===== config.mk =====
export PLATFORM = sky130hd
export DESIGN_NAME = slave_state_machine
export DESIGN_NICKNAME = d
export VERILOG_FILES = /design/src/node_pkg.sv /design/src/slave_state_machine.sv
export VERILOG_INCLUDE_DIRS = /design/src /design/src/src
export SDC_FILE = /design/constraint.sdc
export NUM_CORES = 2
export LEC_CHECK = 0
export ABC_AREA = 0
export ABC_CLOCK_PERIOD_IN_PS = 10000
export BUFFER_PORTS_ARGS = -buffer_cell sky130_fd_sc_hd__buf_2
export CAP_MARGIN = 10
export CORE_ASPECT_RATIO = 1.2
export CORE_MARGIN = 2
export CORE_UTILIZATION = 60
export CTS_BUF_LIST = sky130_fd_sc_hd__clkbuf_2
export CTS_CLUSTER_SIZE = 20
export DETAILED_ROUTE_END_ITERATION = 8
export PLACE_DENSITY = 0.77
export SYNTH_ARGS = -nofsm -noshare
export SYNTH_HDL_FRONTEND = slang
export SYNTH_SLANG_ARGS = --single-unit

===== constraint.sdc =====
create_clock -name clock_in -period 10 [get_ports clock_in]
set_input_delay 1 -clock clock_in [delete_from_list [all_inputs] [get_ports clock_in]]
set_output_delay 1 -clock clock_in [all_outputs]
set_load 0.01 [all_outputs]

===== src/node_cfg.svh =====
// Purpose: Offsets, object indices, timing figures and codes for the slave node block
// Assumes: Included by its bare name
// Notes:   Byte addresses on an AXI4-Lite register window
`ifndef NODE_CFG_SVH
`define NODE_CFG_SVH
`define OFS_STATE_REQ     12'h000
`define OFS_STATE_STAT    12'h004
`define OFS_OBJ_ADDR      12'h008
`define OFS_OBJ_WDATA     12'h00C
`define OFS_OBJ_CMD       12'h010
`define OFS_OBJ_RDATA     12'h014
`define OFS_OBJ_STAT      12'h018
`define OFS_CHAN_CFG      12'h01C
`define OFS_CHECK_OK      12'h020
`define OFS_INPUT_DATA    12'h024
`define OFS_OUTPUT_DATA   12'h028
`define OFS_SAFE_VALUE    12'h02C
`define OFS_WDOG_CTRL     12'h030
`define OFS_NVM_STAT      12'h034
`define IDX_IDENTITY      16'h1000
`define IDX_CHAN_LEGACY   16'h4000
`define IDX_INPUT_PDO     16'h6000
`define IDX_OUTPUT_PDO    16'h7000
`define IDX_CHAN_PARAM    16'h8000
`define IDX_WRITE_SUPP    16'hF008
`define CHAN_STRIDE       16'h0010
`define SUPPRESS_CODE     32'h12345678
`define NVM_WRITE_NS      1000
`define CLK_PERIOD_NS     25
`define NVM_WRITE_CYC     ((`NVM_WRITE_NS + `CLK_PERIOD_NS - 1) / `CLK_PERIOD_NS)
`define RESP_OKAY         2'b00
`define RESP_SLVERR       2'b10
`endif


===== src/node_pkg.sv =====
// Purpose: Types for the slave node block
// Assumes: Nothing
// Notes:   One-hot state codes
package node_pkg;
    typedef enum logic [4:0] {
        ST_INIT   = 5'b00001,
        ST_MBOX   = 5'b00010,
        ST_HELD   = 5'b00100,
        ST_RUN    = 5'b01000,
        ST_BOOT   = 5'b10000
    } node_state_t;
    typedef enum logic [1:0] {
        REGION_OTHER = 2'b00,
        REGION_RO    = 2'b01,
        REGION_CHAN  = 2'b10,
        REGION_SUPP  = 2'b11
    } region_t;
endpackage


===== src/slave_state_machine.sv =====
// Purpose: Slave state machine and parameter object dictionary behind AXI4-Lite
// Assumes: clock_in 40 MHz, srst_in synchronous active high, one bus master
// Notes:   Non-volatile storage is modelled by a write-busy timer and a commit count
//
// Implementation choices: the AXI4-Lite slave port and the register offsets.
`timescale 1ns/1ps
`include "node_cfg.svh"

// Operation
// - After reset the node sits in Init with mailbox and process data refused.
// - Init to mailbox config only when the mailbox channel check passes.
// - Mailbox config state allows mailbox, blocks process data.
// - Entering outputs-held checks process data channels and clock settings; the code checks them only on entry from mailbox config, not from full run.
// - Inputs are copied into dual-port area before outputs-held is acknowledged.
// - Outputs-held allows both traffics, inputs update, outputs stay safe.
// - Full run drives outputs from master data; both traffics allowed.
// - Boot is reachable only from Init.
// - Boot allows only file-transfer mailbox, rejects everything else.
// - Watchdog off lets outputs be driven in outputs-held as well.
// - Objects are addressed by 16-bit index and 8-bit subindex.
// - Identity objects live from 0x1000 and are read only.
// - Channel parameters at 0x8000, legacy 0x4000 mirrors the same storage.
// - Input objects from 0x6000, output objects from 0x7000.
// - Access follows object attributes; writes to read-only objects are refused.
// - Changed parameters are committed to non-volatile memory.
// - Code 0x12345678 at 0xF008 suppresses saving; off after reset.
// - Each channel owns sixteen indices starting at base plus n times 0x10.
module slave_state_machine
    import node_pkg::*;
#(
    parameter int CHANNELS = 4,
    parameter int DATA_W   = 32
) (
    // Clock and reset
    input  wire logic              clock_in,
    input  wire logic              srst_in,
    // AXI4-Lite write
    input  wire logic [11:0]       s_axi_awaddr,
    input  wire logic              s_axi_awvalid,
    output logic                   s_axi_awready,
    input  wire logic [31:0]       s_axi_wdata,
    input  wire logic [3:0]        s_axi_wstrb,
    input  wire logic              s_axi_wvalid,
    output logic                   s_axi_wready,
    output logic [1:0]             s_axi_bresp,
    output logic                   s_axi_bvalid,
    input  wire logic              s_axi_bready,
    // AXI4-Lite read
    input  wire logic [11:0]       s_axi_araddr,
    input  wire logic              s_axi_arvalid,
    output logic                   s_axi_arready,
    output logic [31:0]            s_axi_rdata,
    output logic [1:0]             s_axi_rresp,
    output logic                   s_axi_rvalid,
    input  wire logic              s_axi_rready,
    // Process side
    input  wire logic [DATA_W-1:0] phys_inputs_in,
    output logic [DATA_W-1:0]      phys_outputs_out,
    // Traffic gating and status
    output logic                   mailbox_enable_out,
    output logic                   file_transfer_only_out,
    output logic                   process_data_enable_out,
    output logic [4:0]             state_out,
    output logic                   state_error_out,
    output logic                   nvm_write_out
);

    localparam int CH_W = $clog2(CHANNELS);

    node_state_t         state_r;
    logic                err_r;
    logic [3:0]          chk_r;        // dc, dc_used, pd, mbox
    logic [DATA_W-1:0]   in_dpram_r;
    logic [DATA_W-1:0]   out_data_r;
    logic [DATA_W-1:0]   safe_r;
    logic [DATA_W-1:0]   out_r;
    logic                wdog_on_r;
    logic [15:0]         obj_index_r;
    logic [7:0]          obj_sub_r;
    logic [31:0]         obj_wdata_r;
    logic [31:0]         obj_rdata_r;
    logic [1:0]          obj_stat_r;   // refused, done
    logic [31:0]         supp_r;
    logic [15:0]         nvm_cnt_r;
    logic [15:0]         nvm_commits_r;
    logic [31:0]         chan_mem [CHANNELS*16];
    logic [31:0]         chan_cfg_r;

    // AXI write capture
    logic                aw_have_r;
    logic                w_have_r;
    logic [11:0]         aw_addr_r;
    logic [31:0]         w_data_r;
    logic [3:0]          w_strb_r;
    logic                wr_go;
    logic                wr_ok;

    function automatic logic [31:0] merge(input logic [31:0] old, input logic [31:0] nw,
                                          input logic [3:0] strb);
        logic [31:0] r;
        r = old;
        for (int b = 0; b < 4; b++) begin
            if (strb[b]) begin
                r[8*b +: 8] = nw[8*b +: 8];
            end
        end
        return r;
    endfunction

    // Channel blocks of sixteen indices in either parameter window
    function automatic region_t classify(input logic [15:0] idx);
        if (idx == `IDX_WRITE_SUPP) begin
            return REGION_SUPP;
        end else if (idx[15:12] == `IDX_IDENTITY >> 12 || idx[15:12] == `IDX_INPUT_PDO >> 12) begin
            return REGION_RO;
        end else if (idx[15:12] == `IDX_CHAN_PARAM >> 12 || idx[15:12] == `IDX_CHAN_LEGACY >> 12)
        begin
            return REGION_CHAN;
        end else begin
            return REGION_OTHER;
        end
    endfunction

    function automatic logic chan_hit(input logic [15:0] idx);
        return (classify(idx) == REGION_CHAN) && (32'(idx[11:4]) < CHANNELS);
    endfunction

    assign s_axi_awready = !aw_have_r && !s_axi_bvalid;
    assign s_axi_wready  = !w_have_r && !s_axi_bvalid;
    assign wr_go         = aw_have_r && w_have_r && !s_axi_bvalid;
    assign s_axi_arready = !s_axi_rvalid;

    always_comb begin
        wr_ok = 1'b1;
        if (aw_addr_r > `OFS_NVM_STAT || aw_addr_r[1:0] != 2'b00) begin
            wr_ok = 1'b0;
        end else if (aw_addr_r == `OFS_STATE_STAT || aw_addr_r == `OFS_OBJ_RDATA ||
                     aw_addr_r == `OFS_OBJ_STAT || aw_addr_r == `OFS_NVM_STAT) begin
            wr_ok = 1'b0;
        end
    end

    always_ff @(posedge clock_in) begin
        if (srst_in) begin
            aw_have_r    <= 1'b0;
            w_have_r     <= 1'b0;
            aw_addr_r    <= 12'h000;
            w_data_r     <= 32'h00000000;
            w_strb_r     <= 4'h0;
            s_axi_bvalid <= 1'b0;
            s_axi_bresp  <= `RESP_OKAY;
        end else begin
            if (s_axi_awvalid && s_axi_awready) begin
                aw_have_r <= 1'b1;
                aw_addr_r <= s_axi_awaddr;
            end
            if (s_axi_wvalid && s_axi_wready) begin
                w_have_r <= 1'b1;
                w_data_r <= s_axi_wdata;
                w_strb_r <= s_axi_wstrb;
            end
            if (wr_go) begin
                aw_have_r    <= 1'b0;
                w_have_r     <= 1'b0;
                s_axi_bvalid <= 1'b1;
                s_axi_bresp  <= wr_ok ? `RESP_OKAY : `RESP_SLVERR;
            end else if (s_axi_bready) begin
                s_axi_bvalid <= 1'b0;
            end
        end
    end

    logic wr_req;
    logic wr_obj;
    assign wr_req = wr_go && wr_ok && aw_addr_r == `OFS_STATE_REQ;
    assign wr_obj = wr_go && wr_ok && aw_addr_r == `OFS_OBJ_CMD;

    // Plain control registers
    always_ff @(posedge clock_in) begin
        if (srst_in) begin
            obj_index_r <= 16'h0000;
            obj_sub_r   <= 8'h00;
            obj_wdata_r <= 32'h00000000;
            chan_cfg_r  <= 32'h00000000;
            chk_r       <= 4'h0;
            out_data_r  <= '0;
            safe_r      <= '0;
            wdog_on_r   <= 1'b1;
        end else if (wr_go && wr_ok) begin
            if (aw_addr_r == `OFS_OBJ_ADDR) begin
                {obj_index_r, obj_sub_r} <= 24'(merge({8'h00, obj_index_r, obj_sub_r},
                                                      w_data_r, w_strb_r));
            end else if (aw_addr_r == `OFS_OBJ_WDATA) begin
                obj_wdata_r <= merge(obj_wdata_r, w_data_r, w_strb_r);
            end else if (aw_addr_r == `OFS_CHAN_CFG) begin
                chan_cfg_r <= merge(chan_cfg_r, w_data_r, w_strb_r);
            end else if (aw_addr_r == `OFS_CHECK_OK) begin
                chk_r <= w_data_r[3:0];
            end else if (aw_addr_r == `OFS_OUTPUT_DATA) begin
                out_data_r <= DATA_W'(w_data_r);
            end else if (aw_addr_r == `OFS_SAFE_VALUE) begin
                safe_r <= DATA_W'(w_data_r);
            end else if (aw_addr_r == `OFS_WDOG_CTRL) begin
                wdog_on_r <= w_data_r[0];
            end
        end
    end

    // State machine
    logic [4:0] req;
    assign req = w_data_r[4:0];

    always_ff @(posedge clock_in) begin
        if (srst_in) begin
            state_r <= ST_INIT;
            err_r   <= 1'b0;
        end else if (wr_req) begin
            err_r <= 1'b1;
            case (state_r)
                ST_INIT: begin
                    if (req == ST_MBOX && chk_r[0]) begin
                        state_r <= ST_MBOX;
                        err_r   <= 1'b0;
                    end else if (req == ST_BOOT) begin
                        state_r <= ST_BOOT;
                        err_r   <= 1'b0;
                    end else if (req == ST_INIT) begin
                        err_r   <= 1'b0;
                    end
                end
                ST_MBOX: begin
                    if (req == ST_HELD && chk_r[1] && (!chk_r[2] || chk_r[3])) begin
                        state_r <= ST_HELD;
                        err_r   <= 1'b0;
                    end else if (req == ST_INIT || req == ST_MBOX) begin
                        state_r <= node_state_t'(req);
                        err_r   <= 1'b0;
                    end
                end
                ST_HELD, ST_RUN: begin
                    if (req == ST_INIT || req == ST_MBOX || req == ST_HELD || req == ST_RUN) begin
                        state_r <= node_state_t'(req);
                        err_r   <= 1'b0;
                    end
                end
                ST_BOOT: begin
                    if (req == ST_INIT || req == ST_BOOT) begin
                        state_r <= node_state_t'(req);
                        err_r   <= 1'b0;
                    end
                end
                default: begin
                    state_r <= ST_INIT;
                end
            endcase
        end
    end

    // Input image: snapshot on entry to outputs-held, then cyclic
    always_ff @(posedge clock_in) begin
        if (srst_in) begin
            in_dpram_r <= '0;
        end else if (state_r == ST_HELD || state_r == ST_RUN ||
                     (wr_req && state_r == ST_MBOX && req == ST_HELD)) begin
            in_dpram_r <= phys_inputs_in;
        end
    end

    // Physical outputs
    always_ff @(posedge clock_in) begin
        if (srst_in) begin
            out_r <= '0;
        end else if (state_r == ST_RUN || (state_r == ST_HELD && !wdog_on_r)) begin
            out_r <= out_data_r;
        end else begin
            out_r <= safe_r;
        end
    end

    assign phys_outputs_out        = out_r;
    assign state_out               = state_r;
    assign state_error_out         = err_r;
    assign mailbox_enable_out      = state_r != ST_INIT;
    assign file_transfer_only_out  = state_r == ST_BOOT;
    assign process_data_enable_out = state_r == ST_HELD || state_r == ST_RUN;

    // Object dictionary access
    logic        wr_dir;
    logic [15:0] cidx;
    logic [CH_W+3:0] cslot;
    region_t     reg_kind;
    assign wr_dir   = w_data_r[0];
    assign reg_kind = classify(obj_index_r);
    assign cidx     = obj_index_r - (obj_index_r & 16'hF000);
    assign cslot    = (CH_W+4)'(cidx);

    always_ff @(posedge clock_in) begin
        if (srst_in) begin
            obj_rdata_r <= 32'h00000000;
            obj_stat_r  <= 2'b00;
            supp_r      <= 32'h00000000;
        end else if (wr_obj) begin
            obj_stat_r <= 2'b01;
            if (state_r == ST_INIT || state_r == ST_BOOT) begin
                obj_stat_r <= 2'b11;
            end else if (reg_kind == REGION_SUPP) begin
                if (wr_dir) supp_r <= obj_wdata_r;
                obj_rdata_r <= supp_r;
            end else if (reg_kind == REGION_RO) begin
                if (wr_dir) begin
                    obj_stat_r <= 2'b11;
                end else if (obj_index_r[15:12] == 4'h6) begin
                    obj_rdata_r <= 32'(in_dpram_r);
                end else begin
                    obj_rdata_r <= {obj_index_r, 8'h00, obj_sub_r};
                end
            end else if (obj_index_r[15:12] == 4'h7) begin
                obj_rdata_r <= 32'(out_data_r);
                if (wr_dir) obj_stat_r <= 2'b11;
            end else if (chan_hit(obj_index_r)) begin
                if (!wr_dir) obj_rdata_r <= chan_mem[cslot];
            end else begin
                obj_stat_r <= 2'b11;
            end
        end
    end

    // Legacy and current windows share one store
    always_ff @(posedge clock_in) begin
        if (wr_obj && wr_dir && state_r != ST_INIT && state_r != ST_BOOT &&
            chan_hit(obj_index_r)) begin
            chan_mem[cslot] <= obj_wdata_r;
        end
    end

    // Non-volatile commit timer
    always_ff @(posedge clock_in) begin
        if (srst_in) begin
            nvm_cnt_r     <= 16'h0000;
            nvm_commits_r <= 16'h0000;
        end else if (wr_obj && wr_dir && state_r != ST_INIT && state_r != ST_BOOT &&
                     chan_hit(obj_index_r) && supp_r != `SUPPRESS_CODE) begin
            nvm_cnt_r     <= 16'(`NVM_WRITE_CYC);
            nvm_commits_r <= nvm_commits_r + 16'h0001;
        end else if (nvm_cnt_r != 16'h0000) begin
            nvm_cnt_r <= nvm_cnt_r - 16'h0001;
        end
    end
    assign nvm_write_out = nvm_cnt_r != 16'h0000;

    // Read channel
    always_ff @(posedge clock_in) begin
        if (srst_in) begin
            s_axi_rvalid <= 1'b0;
            s_axi_rdata  <= 32'h00000000;
            s_axi_rresp  <= `RESP_OKAY;
        end else if (s_axi_arvalid && s_axi_arready) begin
            s_axi_rvalid <= 1'b1;
            s_axi_rresp  <= `RESP_OKAY;
            if (s_axi_araddr == `OFS_STATE_REQ || s_axi_araddr == `OFS_STATE_STAT) begin
                s_axi_rdata <= {26'h0, err_r, state_r};
            end else if (s_axi_araddr == `OFS_OBJ_ADDR) begin
                s_axi_rdata <= {8'h00, obj_index_r, obj_sub_r};
            end else if (s_axi_araddr == `OFS_OBJ_WDATA) begin
                s_axi_rdata <= obj_wdata_r;
            end else if (s_axi_araddr == `OFS_OBJ_RDATA) begin
                s_axi_rdata <= obj_rdata_r;
            end else if (s_axi_araddr == `OFS_OBJ_STAT) begin
                s_axi_rdata <= {30'h0, obj_stat_r};
            end else if (s_axi_araddr == `OFS_CHAN_CFG) begin
                s_axi_rdata <= chan_cfg_r;
            end else if (s_axi_araddr == `OFS_CHECK_OK) begin
                s_axi_rdata <= {28'h0, chk_r};
            end else if (s_axi_araddr == `OFS_INPUT_DATA) begin
                s_axi_rdata <= 32'(in_dpram_r);
            end else if (s_axi_araddr == `OFS_OUTPUT_DATA) begin
                s_axi_rdata <= 32'(out_data_r);
            end else if (s_axi_araddr == `OFS_SAFE_VALUE) begin
                s_axi_rdata <= 32'(safe_r);
            end else if (s_axi_araddr == `OFS_WDOG_CTRL) begin
                s_axi_rdata <= {31'h0, wdog_on_r};
            end else if (s_axi_araddr == `OFS_NVM_STAT) begin
                s_axi_rdata <= {nvm_commits_r, 15'h0, nvm_write_out};
            end else begin
                s_axi_rdata <= 32'h00000000;
                s_axi_rresp <= `RESP_SLVERR;
            end
        end else if (s_axi_rready) begin
            s_axi_rvalid <= 1'b0;
        end
    end

    // Checks
    a_reset_init: assert property (@(posedge clock_in) srst_in |=> state_r == ST_INIT)
        else $error("not in init after reset");
    a_init_no_traffic: assert property (@(posedge clock_in) disable iff (srst_in)
        state_r == ST_INIT |-> !mailbox_enable_out && !process_data_enable_out)
        else $error("traffic open in init");
    a_mbox_check: assert property (@(posedge clock_in) disable iff (srst_in)
        $rose(state_r == ST_MBOX) && $past(state_r) == ST_INIT |-> $past(chk_r[0]))
        else $error("mailbox state without check");
    a_mbox_no_pd: assert property (@(posedge clock_in) disable iff (srst_in)
        state_r == ST_MBOX |-> mailbox_enable_out && !process_data_enable_out)
        else $error("process data in mailbox state");
    a_held_snapshot: assert property (@(posedge clock_in) disable iff (srst_in)
        $rose(state_r == ST_HELD) && $past(state_r) == ST_MBOX |->
        in_dpram_r == $past(phys_inputs_in))
        else $error("inputs not copied on entry");
    a_held_safe: assert property (@(posedge clock_in) disable iff (srst_in)
        state_r == ST_HELD && wdog_on_r ##1 state_r == ST_HELD |->
        phys_outputs_out == $past(safe_r))
        else $error("outputs not safe");
    a_run_outputs: assert property (@(posedge clock_in) disable iff (srst_in)
        state_r == ST_RUN ##1 state_r == ST_RUN |-> phys_outputs_out == $past(out_data_r))
        else $error("outputs not following master");
    a_boot_entry: assert property (@(posedge clock_in) disable iff (srst_in)
        $rose(state_r == ST_BOOT) |-> $past(state_r) == ST_INIT)
        else $error("boot entered not from init");
    a_boot_gate: assert property (@(posedge clock_in) disable iff (srst_in)
        state_r == ST_BOOT |-> file_transfer_only_out && !process_data_enable_out)
        else $error("boot traffic open");
    a_supp_nvm: assert property (@(posedge clock_in) disable iff (srst_in)
        supp_r == `SUPPRESS_CODE && nvm_cnt_r == 16'h0000 |=> nvm_cnt_r == 16'h0000)
        else $error("save while suppressed");
    a_bad_req: assert property (@(posedge clock_in) disable iff (srst_in)
        wr_req && state_r == ST_MBOX && req == ST_RUN |=> state_r == ST_MBOX && err_r)
        else $error("illegal request accepted");

endmodule


; Word-level counts from Yosys, hierarchy flattened
; Memory sizes are Yosys's and may differ from the RTL's.
; Index checks and enable logic that the tools add are counted.
[word_totals]
regBits = 413
mem_bits_rw = 2048
in_bits = 99
out_inout_bits = 83
wordCells = 252
n_memories = 1
[classes]
add_sub_neg = 3
n_lt_le_gt_ge = 2
n_eq_ne = 54
muxes = 74
bitwise_logic = 7
reduce_logical = 76
[mem_list]
columns = memory, words, width, read_ports, rd_clocked_by_memory_dff, write_ports, line
row1 = chan_mem, 64, 32, 1, 0, 1, slave_state_machine.sv:86  ; logic [31:0] chan_mem [CHANNELS*16];
[op_table]
columns = cell, count
row1 = two-way mux 32 bit, 20
row2 = "== test 12 x 6 -> 1 bit, second input constant", 11
row3 = "== test 12 x 5 -> 1 bit, second input constant", 7
row4 = two-way mux 2 bit, 29
row5 = "== test 12 x 4 -> 1 bit, second input constant", 4
row6 = AND reduction 5 bit, 7
row7 = "!= test 32 x 29 -> 1 bit, second input constant", 1
row8 = two-way mux 5 bit, 6
row9 = logical AND 1 bit, 25
row10 = "== test 12 x 3 -> 1 bit, second input constant", 2
row11 = zero test 12 bit, 2
row12 = case mux 5 bit (4 select lines), 1
row13 = AND reduction 4 bit, 5
row14 = "adder 16 x 1 -> 16 bit, second input constant", 1
row15 = "== test 16 bit, second input constant", 1
row16 = logical OR 1 bit, 16
row17 = nonzero test 16 bit, 1
row18 = "subtractor 16 x 1 -> 16 bit, second input constant", 1
row19 = two-way mux 1 bit, 15
row20 = "== test 4 x 3 -> 1 bit, second input constant", 3
row21 = "> comparator 12 x 6 -> 1 bit, second input constant", 1
row22 = two-way mux 6 bit, 2
row23 = "== test 5 x 1 -> 1 bit, second input constant", 2
row24 = "== test 5 x 2 -> 1 bit, second input constant", 2
row25 = 25 further kinds, 51

; Depth between registers and ports, before layout
[depth]
ltp_word = 18
mapped_depth = 14

; Worst setup path before layout
; Ideal clock, no wire load.
[synth_path]
kind = reg2reg
from = reg obj_index_r[15]
to = mem chan_mem[31][0] (enable)
setup_time_ps = 421
arrival_time_ps = 3189
slack_ps = 6390
stages_incl_launch_ff = 9
path_buffers = 1
path_cell_list = dfxtp_1 clkbuf_1 xnor2_1 or4_1 nor3b_1 nand3_1 nor2_1 nand3_1 nor2_1
[synth_via]
elab_chain_cells = 10
[synth_lines]
columns = item, line
row1 = start: declaration, slave_state_machine.sv:78  ; logic [15:0] obj_index_r;
row2 = start signal: assignment, slave_state_machine.sv:191  ; {obj_index_r, obj_sub_r} <= 24'(merge({8'h00, obj_index_r, obj_sub_r},
row3 = == test 4 bit or == test 4 x 3 -> 1 bit (tied branches), slave_state_machine.sv:116  ; end else if (idx[15:12] == `IDX_CHAN_PARAM >> 12 || idx[15:12] == `IDX_CHAN_LEGACY >> 12)
row4 = logical OR 1 bit, slave_state_machine.sv:116
row5 = two-way mux 2 bit, slave_state_machine.sv:116
row6 = two-way mux 2 bit, slave_state_machine.sv:114  ; end else if (idx[15:12] == `IDX_IDENTITY >> 12 || idx[15:12] == `IDX_INPUT_PDO >> 12) begin
row7 = two-way mux 2 bit (*), slave_state_machine.sv:112  ; if (idx == `IDX_WRITE_SUPP) begin
row8 = == test 2 bit (*), slave_state_machine.sv:125  ; return (classify(idx) == REGION_CHAN) && (32'(idx[11:4]) < CHANNELS);
row9 = logical AND 1 bit (*), slave_state_machine.sv:125
row10 = logical AND 1 bit (*), slave_state_machine.sv:330  ; if (wr_obj && wr_dir && state_r != ST_INIT && state_r != ST_BOOT &&
row11 = two-way mux 1 bit (*), slave_state_machine.sv:330
row12 = two-way mux 1 bit (not written as such) (*), slave_state_machine.sv:332  ; chan_mem[cslot] <= obj_wdata_r;
row13 = end: declaration, slave_state_machine.sv:86
; Mark *: on every way between the ends. The rest lies on a longest branch, timed or not.

==> summary.md <==
| Metric | Value |
|---|---|
| Cts bufs inserted | 574 |
| Yosys reg bits | 2,465 |
| DRT antenna net count | 0 |
| Initial core utilization | 60.3% |
| GPL Wtd Cong | 0.940 |
| Adder-cell share of the synthesized area | 0.0389% |
| First-pass GRT wire length | 412 mm |
| Fillcell total | 10,200 |
| Clock-pin slew on the worst setup and hold paths | 0.12 ns |
| Failing checks | DRC |
| Top Ports | 182 |
| Postcts setup bufs | 0 |
| DP HPWL | 165 mm |
| Least-Margin Pin Slew | 1.37 ns |
| XOR/XNOR Fraction of Synth Area | 0.154% |
| DRT Pass-1 Iters | 9 |
| Tcrit/Tclk final | 51.9% |
| Most common cell in the netlist | edfxtp_1 |
| Post-route design area | 108,000 µm² |
| Layout cells sized above 1 | 28.2% |
| Core area | 160,000 µm² |
| Yosys Warn Count | 0 |
| Area share of the leading cell type in the synthesized netlist | 63.8% |
| Cells after Synth | 5,598 |
| VDD IR max | 0.122 mV |
| Synth Area in Simple Gates | 6.04% |
| Area grow syn2layout | 12.3% |
| RSZ-0062 raised after global routing | false |
| Synth cell types | 81 |
| Async SR Flop Fraction | 0% |
| Critical setup path kind | reg2reg |
| Vias | 60,500 |
| Status | finished, violations left |
| R2R depth | 9 |
| Startpoint Class | register |
| Compound-Gate Fraction of Synth Area | 4.50% |
| Worst Hold Class | in2reg |
| Initial antenna violation count | 22 |
| Longest Clk Path Bufs | 4 |
| DRC Markers | 27 |
| PortBufs | 179 |
| Largest family of logic cells by synthesized area | multiplexers |
| Max Fclk | 0.193 GHz |
| Largest net degree at the start of global routing | 191 |
| Worst path required time | 11.75 ns |
| Setup_tns | 0 ns |
| Final number of hold-violating endpoints | 0 |
| Die ar. | 164,000 µm² |
| Leak pwr | 0.0357 µW |
| CTS tree | done |
| Overflow after GRT | 0 |
| Largest area contributor in the netlist | edfxtp_1 |
| Period minus WS final | 5.19 ns |
| CP endpoint kind | register |
| Row cnt | 161 |
| Max cap viols | 0 |
| Top cells by count, synth | 2,048 x edfxtp_1, 733 x nand2_1, 564 x mux4_2, 417 x dfxtp_1, 358 x a21oi_1 |
| H-tree depth | 6 |
| Total Routing Usage GR | 35.2% |
| Post-synthesis mux area share | 15.0% |
| Average cell area after synthesis | 17.2 µm² |
| Worst-skew pair later-pin latency | 1.96 ns |
| Post-DP Area | 100,000 µm² |
| Ranking of synthesized cells by area | edfxtp_1 64%, mux4_2 13%, dfxtp_1 8.7% |
| Drt via density | 6.73 |
| Vias in the first global route | 60,700 |
| Sink Count | 2,465 |
| Top_reg_cell synth | edfxtp_1 |
| Final Max Slew Viols | 0 |
| CP arrival | 6.94 ns |
| Sequential area share after synthesis | 72.5% |
| Die H | 443 µm |
| Root buffer cell | clkbuf_2 |
| # setup viols final | 0 |
| Critical path peak fanout | 79 |
| Clk_skew | 0.165 ns |
| Hold path depth | 3 |
| PD cells | 164 nW/µm² |
| Initial DRC count | 9,519 |
| PnR worst setup slack | 4.81 ns |
| Cell Area, Synth | 96,400 µm² |
| Routed len/inst | 31.7 µm |
| Place WS | 4.95 ns |
| EDFF count, synth | 2,048 |
| Die X | 370 µm |
| DRT Wirelength | 286 mm |
| Slew HR | 8.77% |
| Nets | 6,574 |
## final timing paths
kind | start | slack (ns) | end
min reg2reg | obj_sub_r[5]$_SDFFE_PP0P_ | 0.46 | obj_sub_r[5]$_SDFFE_PP0P_
max | register | 4.81 | obj_rdata_r[6]$_SDFFE_PP0P_
max reg2reg | register | 4.81 | obj_rdata_r[6]$_SDFFE_PP0P_
min | srst_in | 0.24 | chk_r[1]$_SDFFE_PP0P_
## registers in the layout, summed over array words and instances (netlist names), 8 cells and up, named ones only
signal            cells
safe_r               32
obj_sub_r             8
supp_r               32
out_data_r           32
nvm_cnt_r            16
s_axi_rdata          32
obj_index_r          16
phys_outputs_out     32
in_dpram_r           32
aw_addr_r            12
w_data_r             32
obj_rdata_r          32
nvm_commits_r        16
chan_cfg_r           32
obj_wdata_r          32
chan_mem           2048
## report_power, final
group	switching, µW	internal, µW
sequential	65.7	11000
combinational	252	211
clock	3870	2360
total	4190	13600
## area by class of cell
| cell class | instances | area [µm²] | area share (%) |
|---|---|---|---|
| Multi-Input combinational cell | 2755 | 25400 | 23.5 |
| Sequential cell | 2465 | 69900 | 64.6 |
| Clock buffer | 817 | 4090 | 3.78 |
| Clock inverter | 151 | 778 | 0.719 |
| Timing Repair Buffer | 650 | 5280 | 4.88 |
| Inverter | 26 | 101 | 0.0936 |
| Tap cell | 2119 | 2650 | 2.45 |
| Antenna cell | 15 | 37.5 | 0.0347 |
## layer usage
metal | GRT usage (%) | up-vias | share of wire [%] | wire, µm
met5 | 0.118 | - | 0.042 | 120
met4 | 22.7 | 18 | 7.5 | 21500
met3 | 11.4 | 1200 | 14 | 38600
met2 | 54.2 | 5096 | 46 | 133000
met1 | 43.0 | 29900 | 32 | 92600
li1 | - | 24300 | - | -
## critical path, stage by stage, from the launching register on
cell and delay, ns:
dfxtp_4 0.90, buf_12 0.61, buf_4 0.79, mux4_2 0.61
mux2i_1 0.18, nor3_1 0.09, a211oi_1 0.57, o211ai_1 0.21
a221oi_1 0.85, o31ai_1 0.15
## repair_timing
action / in CTS / in global routing
hold buffers: 291 / 0
gates resized for setup: 0 / 0
endpoints found under the hold margin: 248 / 0
## stage by stage
step	hold WS (ns)	util, %	power, µW	instances
6_report	0.244	67.7	17700	8998
5_1_grt	0.238	67.7	18300	8989
4_1_cts	0.0735	67.6	17700	8980
3_5_place_dp	0.443	62.7	11600	7721
3_3_place_gp	0.437	62.7	11600	7719
2_1_floorplan	0.425	-	11500	5599
## placed cells by master, fill, tap and decap left out, types with 14 or more instances in the layout
| cell | instances |
|---|---|
| and2_1 | 22 |
| diode_2 | 15 |
| buf_2 | 178 |
| a21oi_1 | 356 |
| buf_4 | 168 |
| inv_2 | 16 |
| edfxtp_1 | 2048 |
| o211ai_1 | 15 |
| nand4_1 | 25 |
| dfxtp_2 | 34 |
| nor2_4 | 64 |
| clkinv_1 | 114 |
| mux2i_1 | 154 |
| clkbuf_2 | 817 |
| a22oi_1 | 63 |
| inv_1 | 23 |
| a221oi_1 | 27 |
| nand2_1 | 733 |
| mux2_2 | 17 |
| nand2b_1 | 14 |
| nor2_1 | 145 |
| a222oi_1 | 28 |
| nor3_1 | 60 |
| mux4_2 | 564 |
| dlygate4sd3_1 | 291 |
| a211oi_1 | 32 |
| nand3_1 | 116 |
| o21ai_0 | 39 |
| dfxtp_1 | 380 |
| nor2b_1 | 27 |
| a21o_1 | 15 |
## kinds of logic after synthesis
| kind of cell | after synthesis |
|---|---|
| DFF | 2465 |
| and+or+nand+nor | 1317 |
| muxes | 735 |
| AOI/OAI and AO/OA | 681 |
| buffers and inverters | 379 |
| xor gates and xnor gates | 17 |
| adders and majority gates | 3 |
| other | 1 |
(Power assumes the default switching activity.)
